### config.mk
export PLATFORM = sky130hd
export DESIGN_NAME = timpio_top
export DESIGN_NICKNAME = d
export VERILOG_FILES = /design/src/common/timpio_pkg.sv /design/src/rtl/timpio_sync.sv /design/src/rtl/timpio_unit.sv /design/src/rtl/timpio_top.sv
export VERILOG_INCLUDE_DIRS = /design/src /design/src/common
export SDC_FILE = /design/constraint.sdc
export NUM_CORES = 1
export LEC_CHECK = 0
export BUFFER_PORTS_ARGS = -buffer_cell sky130_fd_sc_hd__clkbuf_2
export CAP_MARGIN = 20
export CORE_ASPECT_RATIO = 0.75
export CORE_MARGIN = 2
export CORE_UTILIZATION = 39
export DETAILED_ROUTE_END_ITERATION = 8
export PLACE_DENSITY = 0.69
export SKIP_LAST_GASP = 1
export SLEW_MARGIN = 20
export SYNTH_ARGS = -nofsm -noshare
export SYNTH_HDL_FRONTEND = slang
export SYNTH_HIERARCHICAL = 1
export SYNTH_SLANG_ARGS = --single-unit
### constraint.sdc
create_clock -name hclk -period 3.8 [get_ports hclk]
set_input_delay 0.19 -clock hclk [delete_from_list [all_inputs] [get_ports hclk]]
set_output_delay 0.19 -clock hclk [all_outputs]
set_load 0.005 [all_outputs]
### src/common/timpio_cfg.svh
// Purpose: constants for the timer pin function control block
// Assumes: 32-bit AHB-Lite register slave, one aligned word per register
// Notes: offsets are byte addresses within the slave's window
// Functional notes
// - bit7=1 selects input capture; bit6 ignored; bits5:4=00 capture on rising edge
// - capture mode with bits5:4=01 captures only on falling pin edge
// - capture mode with bit5=1 captures on both edges, bit4 ignored
// - bit7=0 is compare; bit6 initial level; 01 drives low on match, 00 retains
// - compare with bits5:4=10 drives initial level, then high on each match
// - compare with bits5:4=11 drives initial level, then toggles on each match
// - after reset each pin outputs low until its control register is first written
// - ch3 buffer bit set disables the ch3 D field: no capture, no compare events
`ifndef TIMPIO_CFG_SVH
`define TIMPIO_CFG_SVH

`define TIMPIO_ADDR_W 8
`define TIMPIO_CTL_BASE 8'h00
`define TIMPIO_GEN_BASE 8'h10
`define TIMPIO_MODE3_OFS 8'h20
`define TIMPIO_STATUS_OFS 8'h24
`define TIMPIO_MASK_OFS 8'h28
`define TIMPIO_FLD_MSB 7
`define TIMPIO_FLD_LSB 4
`define TIMPIO_BFB_BIT 5
`define TIMPIO_NUM_UNITS 4
`define TIMPIO_BUF_UNIT 2
`define TIMPIO_CTL_RST 4'h0
`define TIMPIO_GEN_RST 16'hffff
`define TIMPIO_COUNT_W 16
`define TIMPIO_HSIZE_WORD 3'h2

`endif

### src/common/timpio_pkg.sv
// Purpose: shared types of the timer pin function control block
// Assumes: field layout is bits 7:4 of each control register
// Notes: none
`default_nettype none
package timpio_pkg;

  typedef enum logic [1:0] {
    TIMPIO_ACT_RETAIN = 2'h0,
    TIMPIO_ACT_LOW = 2'h1,
    TIMPIO_ACT_HIGH = 2'h2,
    TIMPIO_ACT_TOGGLE = 2'h3
  } timpio_act_t;

  // one pin function field: capture select, initial level, action or edge code
  typedef struct packed {
    logic capture;
    logic init_level;
    timpio_act_t action;
  } timpio_field_t;

endpackage
`default_nettype wire

### src/rtl/timpio_sync.sv
// Purpose: two-flop synchroniser for the capture/compare pins
// Assumes: inputs are asynchronous to hclk
// Notes: only the second stage leaves the module
`timescale 1ns/1ns
`default_nettype none
module timpio_sync #(
  parameter int W = 4
) (
  input wire logic clk,
  input wire logic rst_n,
  input wire logic [W-1:0] d,
  output logic [W-1:0] q
);

  logic [W-1:0] meta;

  always_ff @(posedge clk or negedge rst_n)
  begin
    if (!rst_n)
    begin
      meta <= '0;
      q <= '0;
    end
    else
    begin
      meta <= d;
      q <= meta;
    end
  end

endmodule
`default_nettype wire

### src/rtl/timpio_unit.sv
// Purpose: one general register with its pin: capture or compare per field
// Assumes: count and control come from the hclk domain; pin_s is synchronised
// Notes: a capture takes priority over a software write of the general register
`timescale 1ns/1ns
`default_nettype none
`include "timpio_cfg.svh"
module timpio_unit #(
  parameter int CW = `TIMPIO_COUNT_W
) (
  input wire logic clk,
  input wire logic rst_n,
  input wire timpio_pkg::timpio_field_t field,
  input wire logic field_wr,
  input wire timpio_pkg::timpio_field_t wr_field,
  input wire logic enable,
  input wire logic [CW-1:0] count,
  input wire logic pin_s,
  input wire logic sw_wr,
  input wire logic [CW-1:0] sw_data,
  output logic [CW-1:0] gen_reg,
  output logic pin_out,
  output logic pin_oe,
  output logic event_p
);

  logic written;
  logic pin_d;
  logic match_d;
  logic next_level;

  wire rise = pin_s & ~pin_d;
  wire fall = ~pin_s & pin_d;
  wire cap_edge = field.action[1] ? (rise | fall) : (field.action[0] ? fall : rise);
  wire cap_hit = enable & field.capture & cap_edge;
  wire match = (count == gen_reg);
  wire cmp_hit = enable & ~field.capture & match & ~match_d;

  always_comb
  begin
    next_level = pin_out;
    if (field_wr && !wr_field.capture && wr_field.action != timpio_pkg::TIMPIO_ACT_RETAIN)
      next_level = wr_field.init_level;
    else if (cmp_hit)
    begin
      case (field.action)
        timpio_pkg::TIMPIO_ACT_LOW: next_level = 1'b0;
        timpio_pkg::TIMPIO_ACT_HIGH: next_level = 1'b1;
        timpio_pkg::TIMPIO_ACT_TOGGLE: next_level = ~pin_out;
        default: next_level = pin_out;
      endcase
    end
  end

  // output driven low until the first field write
  assign pin_oe = ~(written & field.capture);

  always_ff @(posedge clk or negedge rst_n)
  begin
    if (!rst_n)
    begin
      written <= 1'b0;
      pin_d <= 1'b0;
      match_d <= 1'b0;
      pin_out <= 1'b0;
      gen_reg <= `TIMPIO_GEN_RST;
      event_p <= 1'b0;
    end
    else
    begin
      written <= written | field_wr;
      pin_d <= pin_s;
      match_d <= match;
      pin_out <= next_level;
      gen_reg <= cap_hit ? count : (sw_wr ? sw_data : gen_reg);
      event_p <= cap_hit | cmp_hit;
    end
  end

  property p_cap_load;
    @(posedge clk) disable iff (!rst_n) cap_hit |=> (gen_reg == $past(count)) && event_p;
  endproperty
  a_cap_load: assert property (p_cap_load) else $error("capture did not load counter");

  property p_rise_only;
    @(posedge clk) disable iff (!rst_n)
      (enable && field.capture && field.action == timpio_pkg::TIMPIO_ACT_RETAIN && rise) |=> event_p;
  endproperty
  a_rise_only: assert property (p_rise_only) else $error("rising edge not captured");

  property p_fall_only;
    @(posedge clk) disable iff (!rst_n)
      (field.capture && field.action == timpio_pkg::TIMPIO_ACT_LOW && rise) |=> !event_p;
  endproperty
  a_fall_only: assert property (p_fall_only) else $error("rising edge captured in falling mode");

  property p_both;
    @(posedge clk) disable iff (!rst_n) (enable && field.capture && field.action[1] && fall) |=> event_p;
  endproperty
  a_both: assert property (p_both) else $error("falling edge missed in both-edge mode");

  property p_low;
    @(posedge clk) disable iff (!rst_n)
      (cmp_hit && field.action == timpio_pkg::TIMPIO_ACT_LOW && !field_wr) |=> !pin_out && event_p;
  endproperty
  a_low: assert property (p_low) else $error("pin not low after match");

  property p_high;
    @(posedge clk) disable iff (!rst_n)
      (cmp_hit && field.action == timpio_pkg::TIMPIO_ACT_HIGH && !field_wr) |=> pin_out;
  endproperty
  a_high: assert property (p_high) else $error("pin not high after match");

  property p_toggle;
    @(posedge clk) disable iff (!rst_n)
      (cmp_hit && field.action == timpio_pkg::TIMPIO_ACT_TOGGLE && !field_wr) |=> pin_out != $past(pin_out);
  endproperty
  a_toggle: assert property (p_toggle) else $error("pin did not toggle on match");

  property p_init;
    @(posedge clk) disable iff (!rst_n)
      (field_wr && !wr_field.capture && wr_field.action != timpio_pkg::TIMPIO_ACT_RETAIN)
      |=> pin_out == $past(wr_field.init_level);
  endproperty
  a_init: assert property (p_init) else $error("initial level not driven");

  property p_reset_low;
    @(posedge clk) disable iff (!rst_n) !written |-> !pin_out && pin_oe;
  endproperty
  a_reset_low: assert property (p_reset_low) else $error("pin not low before first write");

endmodule
`default_nettype wire

### src/rtl/timpio_top.sv
// Purpose: AHB-Lite slave holding pin function fields for four timer pins
// Assumes: single word transfers; counters arrive from the hclk domain
// Notes: pin index 0 ch2 B, 1 ch3 B, 2 ch3 D, 3 ch4 B
//
// The AHB-Lite slave port and the register offsets were decided locally.
`timescale 1ns/1ns
`default_nettype none
`include "timpio_cfg.svh"
module timpio_top #(
  parameter int CW = `TIMPIO_COUNT_W
) (
  input wire logic hclk,
  input wire logic hresetn,
  input wire logic hsel,
  input wire logic [31:0] haddr,
  input wire logic [1:0] htrans,
  input wire logic hwrite,
  input wire logic [2:0] hsize,
  input wire logic [31:0] hwdata,
  input wire logic hready,
  output logic hreadyout,
  output logic hresp,
  output logic [31:0] hrdata,
  input wire logic [CW-1:0] ch2_count,
  input wire logic [CW-1:0] ch3_count,
  input wire logic [CW-1:0] ch4_count,
  input wire logic [3:0] pin_in,
  output logic [3:0] pin_out,
  output logic [3:0] pin_oe,
  output logic irq
);

  localparam int NU = `TIMPIO_NUM_UNITS;
  localparam int AW = `TIMPIO_ADDR_W;

  ////////////////////////////////////////////////////////////////////////////////
  // address decode

  function automatic logic hit_word(input logic [AW-1:0] a, input logic [AW-1:0] ofs);
    hit_word = (a == ofs);
  endfunction

  logic dp_valid;
  logic dp_write;
  logic dp_word;
  logic [AW-1:0] dp_addr;

  wire addr_phase = hsel & hready & htrans[1];
  wire wr_en = dp_valid & dp_write & dp_word;
  wire wr_mode3 = wr_en & hit_word(dp_addr, `TIMPIO_MODE3_OFS);
  wire wr_status = wr_en & hit_word(dp_addr, `TIMPIO_STATUS_OFS);
  wire wr_mask = wr_en & hit_word(dp_addr, `TIMPIO_MASK_OFS);
  wire timpio_pkg::timpio_field_t wr_field = hwdata[`TIMPIO_FLD_MSB:`TIMPIO_FLD_LSB];

  assign hreadyout = 1'b1;
  assign hresp = 1'b0;

  always_ff @(posedge hclk or negedge hresetn)
  begin
    if (!hresetn)
    begin
      dp_valid <= 1'b0;
      dp_write <= 1'b0;
      dp_word <= 1'b0;
      dp_addr <= '0;
    end
    else if (hready)
    begin
      dp_valid <= addr_phase;
      dp_write <= hwrite;
      dp_word <= (hsize == `TIMPIO_HSIZE_WORD) && (haddr[1:0] == 2'h0);
      dp_addr <= haddr[AW-1:0];
    end
  end

  ////////////////////////////////////////////////////////////////////////////////
  // control, mode, status and mask registers

  timpio_pkg::timpio_field_t ctl [NU];
  logic [CW-1:0] gen [NU];
  logic [NU-1:0] ctl_wr;
  logic [NU-1:0] gen_wr;
  logic [NU-1:0] evt;
  logic [NU-1:0] unit_en;
  logic [NU-1:0] pin_s;
  logic [NU-1:0] status;
  logic [NU-1:0] mask;
  logic bfb3;
  logic [CW-1:0] cnt [NU];

  assign cnt[0] = ch2_count;
  assign cnt[1] = ch3_count;
  assign cnt[2] = ch3_count;
  assign cnt[3] = ch4_count;

  always_ff @(posedge hclk or negedge hresetn)
  begin
    if (!hresetn)
    begin
      bfb3 <= 1'b0;
      mask <= '0;
      status <= '0;
    end
    else
    begin
      if (wr_mode3)
        bfb3 <= hwdata[`TIMPIO_BFB_BIT];
      if (wr_mask)
        mask <= hwdata[NU-1:0];
      // a new event wins over a same-cycle clear
      status <= (status & ~(wr_status ? hwdata[NU-1:0] : '0)) | evt;
    end
  end

  assign irq = |(status & mask);

  timpio_sync #(
    .W(NU)
  ) u_sync (
    .clk(hclk),
    .rst_n(hresetn),
    .d(pin_in),
    .q(pin_s)
  );

  ////////////////////////////////////////////////////////////////////////////////
  // one unit per general register

  genvar gi;
  generate
    for (gi = 0; gi < NU; gi++)
    begin : g_unit
      localparam logic [AW-1:0] CTL_OFS = AW'(`TIMPIO_CTL_BASE + 4 * gi);
      localparam logic [AW-1:0] GEN_OFS = AW'(`TIMPIO_GEN_BASE + 4 * gi);

      assign ctl_wr[gi] = wr_en & hit_word(dp_addr, CTL_OFS);
      assign gen_wr[gi] = wr_en & hit_word(dp_addr, GEN_OFS);
      // the ch3 D field is dead while its register buffers B
      assign unit_en[gi] = (gi == `TIMPIO_BUF_UNIT) ? ~bfb3 : 1'b1;

      always_ff @(posedge hclk or negedge hresetn)
      begin
        if (!hresetn)
          ctl[gi] <= `TIMPIO_CTL_RST;
        else if (ctl_wr[gi])
          ctl[gi] <= wr_field;
      end

      timpio_unit #(
        .CW(CW)
      ) u_unit (
        .clk(hclk),
        .rst_n(hresetn),
        .field(ctl[gi]),
        .field_wr(ctl_wr[gi]),
        .wr_field(wr_field),
        .enable(unit_en[gi]),
        .count(cnt[gi]),
        .pin_s(pin_s[gi]),
        .sw_wr(gen_wr[gi]),
        .sw_data(hwdata[CW-1:0]),
        .gen_reg(gen[gi]),
        .pin_out(pin_out[gi]),
        .pin_oe(pin_oe[gi]),
        .event_p(evt[gi])
      );

      property p_ctl_load;
        @(posedge hclk) disable iff (!hresetn)
          ctl_wr[gi] |=> ctl[gi] == $past(wr_field);
      endproperty
      a_ctl_load: assert property (p_ctl_load) else $error("pin function field write not taken");

      // the pin is only released once its field selects capture
      property p_oe_capture_only;
        @(posedge hclk) disable iff (!hresetn)
          !pin_oe[gi] |-> ctl[gi].capture;
      endproperty
      a_oe_capture_only: assert property (p_oe_capture_only) else $error("pin released in compare mode");

      property p_gen_source;
        @(posedge hclk) disable iff (!hresetn)
          $changed(gen[gi]) |-> evt[gi] || $past(gen_wr[gi]);
      endproperty
      a_gen_source: assert property (p_gen_source) else $error("general register changed by itself");

      property p_read_ctl;
        @(posedge hclk) disable iff (!hresetn)
          (dp_valid && !dp_write && hit_word(dp_addr, CTL_OFS))
          |-> hrdata[`TIMPIO_FLD_MSB:`TIMPIO_FLD_LSB] == ctl[gi];
      endproperty
      a_read_ctl: assert property (p_read_ctl) else $error("pin function field read back wrong");

      property p_read_gen;
        @(posedge hclk) disable iff (!hresetn)
          (dp_valid && !dp_write && hit_word(dp_addr, GEN_OFS))
          |-> hrdata[CW-1:0] == gen[gi];
      endproperty
      a_read_gen: assert property (p_read_gen) else $error("general register read back wrong");
    end
  endgenerate

  ////////////////////////////////////////////////////////////////////////////////
  // read data, from registered address and register flops

  always_comb
  begin
    hrdata = 32'h0000_0000;
    if (dp_valid && !dp_write)
    begin
      for (int i = 0; i < NU; i++)
      begin
        if (hit_word(dp_addr, AW'(`TIMPIO_CTL_BASE + 4 * i)))
          hrdata[`TIMPIO_FLD_MSB:`TIMPIO_FLD_LSB] = ctl[i];
        if (hit_word(dp_addr, AW'(`TIMPIO_GEN_BASE + 4 * i)))
          hrdata[CW-1:0] = gen[i];
      end
      if (hit_word(dp_addr, `TIMPIO_MODE3_OFS))
        hrdata[`TIMPIO_BFB_BIT] = bfb3;
      if (hit_word(dp_addr, `TIMPIO_STATUS_OFS))
        hrdata[NU-1:0] = status;
      if (hit_word(dp_addr, `TIMPIO_MASK_OFS))
        hrdata[NU-1:0] = mask;
    end
  end

  ////////////////////////////////////////////////////////////////////////////////
  // checks

  property p_buf_quiet;
    @(posedge hclk) disable iff (!hresetn) (bfb3 && $past(bfb3)) |-> !evt[`TIMPIO_BUF_UNIT];
  endproperty
  a_buf_quiet: assert property (p_buf_quiet) else $error("buffered D field raised an event");

  property p_flag_set;
    @(posedge hclk) disable iff (!hresetn) (evt != '0) |=> ((status & $past(evt)) == $past(evt));
  endproperty
  a_flag_set: assert property (p_flag_set) else $error("event did not set status flag");

  property p_irq;
    @(posedge hclk) disable iff (!hresetn) irq == ((status & mask) != '0);
  endproperty
  a_irq: assert property (p_irq) else $error("interrupt disagrees with status and mask");

  property p_pin_low_after_reset;
    @(posedge hclk) disable iff (!hresetn) $rose(hresetn) |-> pin_out == 4'h0;
  endproperty
  a_pin_low_after_reset: assert property (p_pin_low_after_reset) else $error("pin high after reset");

  ////////////////////////////////////////////////////////////////////////////////
  // register and bus checks

  property p_status_clear;
    @(posedge hclk) disable iff (!hresetn)
      (wr_status && evt == '0) |=> status == ($past(status) & ~$past(hwdata[NU-1:0]));
  endproperty
  a_status_clear: assert property (p_status_clear) else $error("status bits not cleared by a one");

  // flags are sticky: only an event or a clear moves them
  property p_status_hold;
    @(posedge hclk) disable iff (!hresetn)
      (!wr_status && evt == '0) |=> $stable(status);
  endproperty
  a_status_hold: assert property (p_status_hold) else $error("status moved with no event or clear");

  property p_irq_event;
    @(posedge hclk) disable iff (!hresetn)
      ((evt & mask) != '0 && !wr_mask) |=> irq;
  endproperty
  a_irq_event: assert property (p_irq_event) else $error("unmasked event did not raise interrupt");

  property p_mask_load;
    @(posedge hclk) disable iff (!hresetn)
      wr_mask |=> mask == $past(hwdata[NU-1:0]);
  endproperty
  a_mask_load: assert property (p_mask_load) else $error("mask write not taken");

  property p_mode_load;
    @(posedge hclk) disable iff (!hresetn)
      wr_mode3 |=> bfb3 == $past(hwdata[`TIMPIO_BFB_BIT]);
  endproperty
  a_mode_load: assert property (p_mode_load) else $error("buffer select write not taken");

  // while buffering, only a field write may move the D pin
  property p_buf_pin_hold;
    @(posedge hclk) disable iff (!hresetn)
      ($past(bfb3) && !$past(ctl_wr[`TIMPIO_BUF_UNIT])) |-> $stable(pin_out[`TIMPIO_BUF_UNIT]);
  endproperty
  a_buf_pin_hold: assert property (p_buf_pin_hold) else $error("buffered D pin moved on a match");

  property p_addr_take;
    @(posedge hclk) disable iff (!hresetn)
      addr_phase |=> dp_valid && dp_addr == $past(haddr[AW-1:0]);
  endproperty
  a_addr_take: assert property (p_addr_take) else $error("address phase not registered");

  property p_write_no_data;
    @(posedge hclk) disable iff (!hresetn)
      (dp_valid && dp_write) |-> hrdata == 32'h0000_0000;
  endproperty
  a_write_no_data: assert property (p_write_no_data) else $error("read data driven during a write");

endmodule
`default_nettype wire

==> flow_summary.yaml, run 1 <==
synth:
  yosysMostFrequentCell: "nor2_1"
  synth.distinct_cells: 54
  netlist.area_leader.share: 0.2186
  synth_top_cell_by_area: "dfstp_2"
  synth_common_cells: "nor2_1, a21oi_1"
  ys_seq_area_frac: 0.4268
  synth.cell_area_um2: 7692
  syn_avg_cell_area_um2: 10.22
  synthArstFlopShare: 1.000
  synthFlopType: "dfstp_2"
  ys_ff_latch: 128
  yosysWarnings: 6
  synth-edff-count: 0
  synthCells: 753
  synth_area_leaders: "dfstp_2, dfrtp_1, mux2i_1"
die:
  die_y_um: 125.6
  core-area_um2: 19320
  num_rows: 44
  dieArea_um2: 20880
  initial_utilization: 0.3981
  num_io_pins: 169
  die_w_um: 166.2
placed_design:
  post-place-ws_ns: 1.080
  place.gp.congestion: 0.9826
  dp_hpwl_um: 16530
  placed_cell_area_um2: 8457
  io_buffers: 109
route:
  routed-wl-met2_um: 9161
  met3WireLength_um: 2054
  vias: 6102
  drc: 0
  routed_wl_um: 22360
  ant_nets: 0
  drt-pass1-iter-count: 5
  drt_iter0_drc: 599
  wire_per_inst_um: 19.48
  via_per_inst: 5.315
  met1_length_um: 10960
  highest_layer: "met4"
timing:
  setup_violations: 0
  worst_slew_margin_rel: 0.4843
  fin_setup_tns_ns: 0
  hold_viol: 0
  timing.hold.ws_ns: 0.01352
  slew_violations: 0
  skew_ns: 0.008413
  max_freq_mhz: 307.2
  final.period_utilization: 0.8566
  period_minus_slack_ns: 3.255
  worstMarginPinSlew_ns: 0.7676
  fin_ws_ns: 0.5449
  rsz0062_at_grt: "false"
clock_network:
  cts_setup_buffers: 0
  clk_latency_ns: 0.42
  cts_sinks: 128
  htree_levels: 4
  cts_inserted_buffers: 17
  cts.clk_slew.worst_paths_ns: 0.05
  ctsLongestPathBuffers: 2
  cts_tree: "built"
  cts_root_buffer: "clkbuf_16"
power:
  power.total_mw: 4.223
  p_leak_nw: 3.782
  p_per_area_nw_per_um2: 462.1
  ir_drop_v: 0.0002469
cells_and_area:
  fin_nets: 1024
  drive_gt1_frac: 0.3084
  final_area_um2: 9139
  largest_register_ffs: 64
  diodes: 0
  areaGrowthSynthToFinish_pct: 18.80
worst_setup_path:
  worst-setup-path-type: "flop to output port"
  reg2reg_from: "dp_addr[3]"
  critPathLaunch: "dp_addr[3]"
  worstReg2RegEnd: "status[3]"
  worstPathRequired_ns: 3.61
  critPathLaunchType: "flop"
  path_max_fanout: 17
  arrival_ns: 3.07
  rrSetupSlack_ns: 1.17
  r2r_cells: 5
  critical_path.endpoint_type: "output port"
  cp-endpoint: "hrdata[6]"
outcome:
  status: "finished clean"
global_route:
  grt_pass1_wl_um: 35150
  grt-ovfl-total: 0
  grt_usage: 0.2197
  grt_max_degree: 75
  antenna_found_initial: 0
  grt_pass1_vias: 5940
min_path:
  worstHoldPathType: "input port to flop"
  min_from: "ch2_count[11]"
  min_delay_path_depth: 3
run:
  maxCapViolations: 0
repair_timing:
action	4_1_cts	5_1_grt
hold endpoints to repair	27	1
gates resized for setup	0	0
hold buffers	13	1
power breakdown:
part	switching, mW	internal (mW)
clock	0.609	0.908
combinational	0.388	0.400
sequential	0.248	1.67
total	1.24	2.98
layout by cell type, fill, tap and decap left out, types with 4 or more instances in the layout:
cell           Yosys  layout
clkbuf_2           0     108
nor2_1            91      90
a21oi_1           69      69
dfrtp_1           64      64
xnor2_1           64      64
mux2i_1           64      64
dfstp_2           64      64
nand2_1           36      36
mux2_2            31      31
conb_1             2      30
inv_1             25      25
nand4_1           17      17
clkbuf_16          0      17
ha_1              16      16
nor3_1            17      14
dlygate4sd3_1      0      14
nor2b_1           13      13
o21ai_0           13      13
buf_4             26      13
nand3_1           10      10
mux4_2             9       9
nand2b_1           8       8
a22oi_1            8       8
or2_2              6       6
clkinv_2           0       6
o2bb2ai_1          5       5
nor3b_1            5       5
or3_1              4       4
o22ai_1            4       4
a21o_1             4       4
nor4_4             4       4
o2111ai_2          4       4
a41o_1             4       4
a22o_1             4       4
through the flow:
| stage | instances | utilization |
|---|---|---|
| floorplan | 781 | - |
| global placement | 1102 | 0.4376 |
| detailed placement | 1102 | 0.4376 |
| CTS | 1147 | 0.4724 |
| global route | 1148 | 0.4729 |
| finish | 1148 | 0.4729 |
worst min-delay path by stage:
stage / to
after floorplan: bfb3
after global placement: u_sync/meta[3]
after detailed placement: u_sync/meta[2]
after CTS: g_unit[3].u_unit/gen_reg[9]
after global routing: dp_addr[5]
final: g_unit[0].u_unit/gen_reg[11]
worst max-delay path: stages (launching register included):
cell,delay [ns]
dfrtp_1,0.63
or3_1,0.56
or3_1,0.38
nor3_1,0.38
o21ai_0,0.19
a31oi_1,0.31
clkbuf_2,0.18
final cells by class:
class / count / area, um^2
sequential: 128 / 3283
clock buffer: 21 / 450.4
clock inverter: 11 / 91.34
fill: 1801 / 10180
tap: 253 / 316.6
inverter: 25 / 93.84
timing repair buffer: 136 / 798.3
multi-input combinational: 574 / 4105
layer usage:
metal | GRT usage | up-vias
met2 | 0.2973 | 247
met1 | 0.3445 | 2958
met5 | 0 | -
met4 | 0.04604 | 0
li1 | - | 2881
met3 | 0.06223 | 16
cell families after synthesis:
kind of cell,synth area share
multiplexers,0.1594
AND/OR/NAND/NOR,0.1464
AO/OA/AOI/OAI,0.1121
adder cells (fa/ha/maj),0.02602
buffers and inverters,0.05547
XOR/XNOR,0.07287
flip-flops,0.4268
other,0.0009763
Power figures use the tool's default switching activity.
==> inputs of run 2 (changes only) <==
--- a/config.mk
+++ b/config.mk
@@ -12,7 +12,7 @@
 export CORE_MARGIN = 2
 export CORE_UTILIZATION = 39
 export DETAILED_ROUTE_END_ITERATION = 8
-export PLACE_DENSITY = 0.69
+export PLACE_DENSITY = 0.66
 export SKIP_LAST_GASP = 1
 export SLEW_MARGIN = 20
 export SYNTH_ARGS = -nofsm -noshare
==> flow_summary.yaml, run 2 (same netlist as run 1, synthesis figures left out) <==
power:
  pwr-share-clk: 0.365
  ir_drop_v: 0.0002489
  swShare: 0.2852
  p_leak_nw: 3.838
  p_switching_mw: 1.220
  pwr-share-seq: 0.449
  comb_power_share: 0.186
  p_per_area_nw_per_um2: 462.2
  p_int_mw: 3.057
worst_setup_path:
  arrival_ns: 3.12
  worstPathRequired_ns: 3.61
  worst-setup-path-type: "flop to output port"
  critical_path.endpoint_type: "output port"
  critPathLaunchType: "flop"
  path_max_fanout: 17
global_route:
  grt_usage: 0.2204
  top_usage_layer: "met1"
  grt-ovfl-total: 0
  antenna_found_initial: 0
  grt_util_met3: 0.05280
  met2_usage: 0.3034
  grt_pass1_vias: 5892
  grt_pass1_wl_um: 34870
  grt_util_met1: 0.3426
  grt_max_degree: 76
die:
  dieArea_um2: 20880
  initial_utilization: 0.3981
  die_w_um: 166.2
  die_y_um: 125.6
  num_rows: 44
  core-area_um2: 19320
  num_io_pins: 169
route:
  ant_nets: 0
  drc: 0
  drt-pass1-iter-count: 5
  via_per_inst: 5.284
  drt_iter0_drc: 612
  wire_per_inst_um: 19.40
  vias: 6087
  routed_wl_um: 22350
clock_network:
  htree_levels: 4
  cts_root_buffer: "clkbuf_16"
  cts_sinks: 128
  cts_tree: "built"
  clk_latency_ns: 0.43
  cts_inserted_buffers: 17
  cts.clk_slew.worst_paths_ns: 0.05
  ctsLongestPathBuffers: 2
timing:
  slew_violations: 0
  max_freq_mhz: 302.0
  worst_slew_margin_rel: 0.3760
  final.period_utilization: 0.8715
  fin_setup_tns_ns: 0
  fin_ws_ns: 0.4884
  hold_viol: 0
  rsz0062_at_grt: "false"
  skew_ns: 0.008066
  period_minus_slack_ns: 3.312
  setup_violations: 0
  worstMarginPinSlew_ns: 0.9360
outcome:
  status: "finished clean"
placed_design:
  dp_hpwl_um: 16540
  post-place-ws_ns: 1.018
  place.gp.congestion: 0.9691
  io_buffers: 109
cells_and_area:
  largest_register_ffs: 64
  regArea_um2: 3283
  final_common_cell: "clkbuf_2"
  fin_nets: 1029
  drive_gt1_frac: 0.3059
  nFillCells: 1820
  multi_input_area_um2: 4116
  layout_common_cells: "clkbuf_2, nor2_1, a21oi_1"
  areaGrowthSynthToFinish_pct: 20.28
  diodes: 0
run:
  maxCapViolations: 0
min_path:
  worstHoldPathType: "input port to flop"
## run 2: cell type report
class	instances	share of cell area
repair buffers	141	0.09520
flip-flops and latches	128	0.3548
well taps	253	0.03421
clock buffers	25	0.05463
inverters	25	0.01014
clock inverters	6	0.006085
multi-input cells	574	0.4449
## run 2: power by group through the flow
stage	logic, mW	registers [mW]	clock network [mW]
after floorplan	0.584	1.82	0
after global placement	0.758	1.93	0
after detailed placement	0.772	1.93	0
after CTS	0.791	1.92	1.59
after global routing	0.881	1.95	1.65
final	0.795	1.92	1.56
## run 2: final timing paths
path                           startpoint                     endpoint  slack, ns  cells past startpoint
max                            dp_addr[3]                    hrdata[6]       0.49                      6
min                                  hsel                     dp_valid      0.009                      3
max reg2reg                    dp_addr[4]     g_unit[1].u_unit/pin_out       1.23                      7
min reg2reg                u_sync/meta[0]                  u_sync/q[0]       0.35                      0
max in group asynchronous         hresetn  g_unit[2].u_unit/gen_reg[1]       2.97                      3
min in group asynchronous         hresetn     g_unit[3].u_unit/written       0.19                      2
## run 2: timing repair
action / CTS / global route
hold buffers: 18 / 1
buffers inserted: 0 / 0
resized for setup: 0 / 0
hold endpoints to repair: 41 / 1
## run 2: critical path: stages, from the launching register on
cell and delay [ns]:
dfrtp_1 0.65, or3_1 0.57, or3_1 0.40, nor3_1 0.40, o21ai_0 0.20, a31oi_1 0.31
clkbuf_2 0.18
## run 2: stage by stage
step	instances	cell area, um^2	hold slack, ns	util	power [mW]
after floorplan	781	7797	-0.1056	-	2.399
after global placement	1101	8473	0.2997	0.4385	2.684
after detailed placement	1101	8473	0.2997	0.4385	2.707
after CTS	1150	9215	0.0007587	0.4769	4.299
after global routing	1152	9253	0.007098	0.4788	4.482
final	1152	9253	0.009418	0.4788	4.276
## run 2: layer usage
| layer | vias to the layer above | part of all wire |
|---|---|---|
| met2 | 238 | 0.41 |
| met5 | - | 0 |
| met1 | 2933 | 0.50 |
| met4 | 0 | 0.011 |
| li1 | 2892 | - |
| met3 | 24 | 0.080 |
==> inputs of run 3 (changes only) <==
--- a/config.mk
+++ b/config.mk
@@ -12,10 +12,9 @@
 export CORE_MARGIN = 2
 export CORE_UTILIZATION = 39
 export DETAILED_ROUTE_END_ITERATION = 8
-export PLACE_DENSITY = 0.66
+export PLACE_DENSITY = 0.57
 export SKIP_LAST_GASP = 1
 export SLEW_MARGIN = 20
 export SYNTH_ARGS = -nofsm -noshare
 export SYNTH_HDL_FRONTEND = slang
-export SYNTH_HIERARCHICAL = 1
 export SYNTH_SLANG_ARGS = --single-unit
==> flow_summary.yaml, run 3 <==
outcome:
  status: "finished clean"
cells_and_area:
  fin_nets: 996
  diodes: 0
  areaGrowthSynthToFinish_pct: 19.47
  regArea_um2: 3283
  final_area_um2: 8935
  final_common_cell: "clkbuf_2"
  multi_input_area_um2: 3830
  nFillCells: 1755
  final_cell_count_no_fill: 1114
  layout_common_cells: "clkbuf_2, a21oi_1, nor2_1, mux2i_1"
  final_core_util: 0.4800
  drive_gt1_frac: 0.3057
  largest_register_ffs: 64
synth:
  ys_ff_latch: 128
  synthFlopType: "dfstp_2"
  ys_seq_area_frac: 0.4390
  synth-edff-count: 0
  synth_top_cell_by_area: "dfstp_2"
  muxShareOfSynthArea: 0.1437
  synth_top_family_by_area: "multiplexers"
  synthCells: 746
  netlist.area_leader.share: 0.2249
  synth_common_cells: "a21oi_1, nor2_1, mux2i_1"
  synthArstFlopShare: 1.000
  synthAdderAreaFrac: 0.02677
  synth-xor-area-share: 0.07495
  yosysWarnings: 0
  syn_avg_cell_area_um2: 10.02
  synth_area_leaders: "dfstp_2, dfrtp_1, mux2i_1"
  yosysMostFrequentCell: "a21oi_1"
  synthSimpleGateAreaFrac: 0.1260
  synth.distinct_cells: 53
  synth.cell_area_um2: 7478
  synth-compound-area-share: 0.1300
die:
  num_rows: 43
  die_y_um: 123.9
  die_w_um: 163.9
  dieArea_um2: 20310
  initial_utilization: 0.4017
  num_io_pins: 169
  core-area_um2: 18620
worst_setup_path:
  path_buf_inv: 1
  path_cells: "nor3_4 > nand2_2 > nor3_4 > a221oi_1 > a211oi_1 > clkbuf_2"
  cp-endpoint: "hrdata[4]"
  path_delay_family: "simple AND/OR/NAND/NOR gates"
  worstPathRequired_ns: 3.61
  reg2reg_from: "dp_addr[5]"
  rrSetupSlack_ns: 1.19
  critPathLaunch: "dp_addr[5]"
  critPathLaunchType: "flop"
  path_max_fanout: 11
  r2r_cells: 6
  path_depth: 6
  worst-setup-path-type: "flop to output port"
  cp_slowest_cell: "nor3_4"
  critical_path.endpoint_type: "output port"
  arrival_ns: 2.85
  cpMostUsedCell: "nor3_4"
  cpPeakStageDelay_ns: 0.59
  worstReg2RegEnd: "g_unit[1].u_unit.gen_reg[12]"
placed_design:
  io_buffers: 109
  placed_cell_area_um2: 8154
  placed_cells: 1071
  place.gp.congestion: 0.8508
  dp_hpwl_um: 16790
timing:
  worst_slew_margin_rel: 0.3157
  final.period_utilization: 0.7995
  slew_violations: 0
  worstMarginPinSlew_ns: 1.022
  fin_setup_tns_ns: 0
  hold_viol: 0
  max_freq_mhz: 329.2
  period_minus_slack_ns: 3.038
  skew_ns: 0.007790
  setup_violations: 0
  rsz0062_at_grt: "false"
  timing.hold.ws_ns: 0.01566
route:
  met1_length_um: 11420
  routed_wl_um: 22550
  vias: 6006
  drt_iter0_drc: 588
  drc: 0
  drt-pass1-iter-count: 5
  highest_layer: "met4"
  via_per_inst: 5.391
  routed-wl-met2_um: 9267
  wire_per_inst_um: 20.24
  met3WireLength_um: 1594
  ant_nets: 0
clock_network:
  clk_latency_ns: 0.42
  cts_root_buffer: "clkbuf_16"
  htree_levels: 4
  cts_tree: "built"
  cts_inserted_buffers: 17
  cts_setup_buffers: 0
  cts_sinks: 128
  ctsLongestPathBuffers: 2
  cts.clk_slew.worst_paths_ns: 0.06
power:
  ir_drop_v: 0.0003080
  p_int_mw: 3.093
  p_per_area_nw_per_um2: 469.6
  pwr-share-clk: 0.451
  comb_power_share: 0.142
  p_leak_nw: 4.090
  pwr-share-seq: 0.408
  swShare: 0.2628
  p_switching_mw: 1.103
global_route:
  grt_pass1_vias: 5762
  antenna_found_initial: 1
  grt_max_degree: 52
  grt_usage: 0.2301
  grt-ovfl-total: 0
  grt_pass1_wl_um: 34260
min_path:
  worstHoldPathType: "input port to flop"
run:
  maxCapViolations: 0
run 3: kinds of logic (layout without fill, tap and decap cells):
kind of cell               after synthesis  in the layout
and+or+nand+nor                        192            192
AOI/OAI and AO/OA                      162            162
DFF                                    128            128
muxes                                  100            100
buffers and inverters                   82            187
xor gates and xnor gates                64             64
adders and majority gates               16             16
other                                    2             18
run 3: power groups by stage:
stage	Clock (mW)	Combinational (mW)	Sequential (mW)
CTS	1.91	0.594	1.71
global placement	0	0.575	1.72
global route	1.97	0.656	1.73
detailed placement	0	0.582	1.73
finish	1.89	0.594	1.71
floorplan	0	0.397	1.67
run 3: worst reg2reg max path: cells and delay by family (launching register included):
family | cells | cell delay [ns]
DFF | 1 | 0.43
AOI/OAI and AO/OA | 1 | 0.17
and+or+nand+nor | 4 | 1.71
muxes | 1 | 0.24
run 3: worst min path at each step:
stage                     startpoint  depth (start not counted)  slack (ns)          to
after floorplan              hresetn                          0       -0.11        bfb3
after global placement       hresetn                          1        0.28  dp_addr[5]
after detailed placement     hresetn                          1        0.27  dp_addr[6]
after CTS                   haddr[1]                          2        0.01  dp_addr[1]
after global routing        haddr[1]                          2        0.02  dp_addr[1]
final                       hsize[1]                          3        0.02     dp_word
run 3: area by class of cell:
class                           count  share of cell area
Multi-Input combinational cell    552              0.4287
Clock buffer                       22             0.05195
Tap cell                          247             0.03459
Clock inverter                     10             0.02311
Inverter                           21            0.008822
Sequential cell                   128              0.3675
Timing Repair Buffer              134             0.08542
run 3: per-stage QoR:
| stage | setup WS [ns] | power, mW |
|---|---|---|
| 2_1_floorplan | 1.963 | 2.068 |
| 3_3_place_gp | 1.172 | 2.297 |
| 3_5_place_dp | 1.188 | 2.308 |
| 4_1_cts | 0.7215 | 4.208 |
| 5_1_grt | 0.6261 | 4.357 |
| 6_report | 0.7621 | 4.196 |
run 3: layer usage:
metal  GRT usage  vias up
li1            -     2814
met3     0.04662       18
met5           0        -
met1      0.3624     2933
met2      0.3167      241
met4     0.05921        0
run 3: what timing repair did:
item | CTS | global route
endpoints found under the hold margin | 29 | 0
hold buffers | 11 | 0
gates resized for setup | 0 | 0
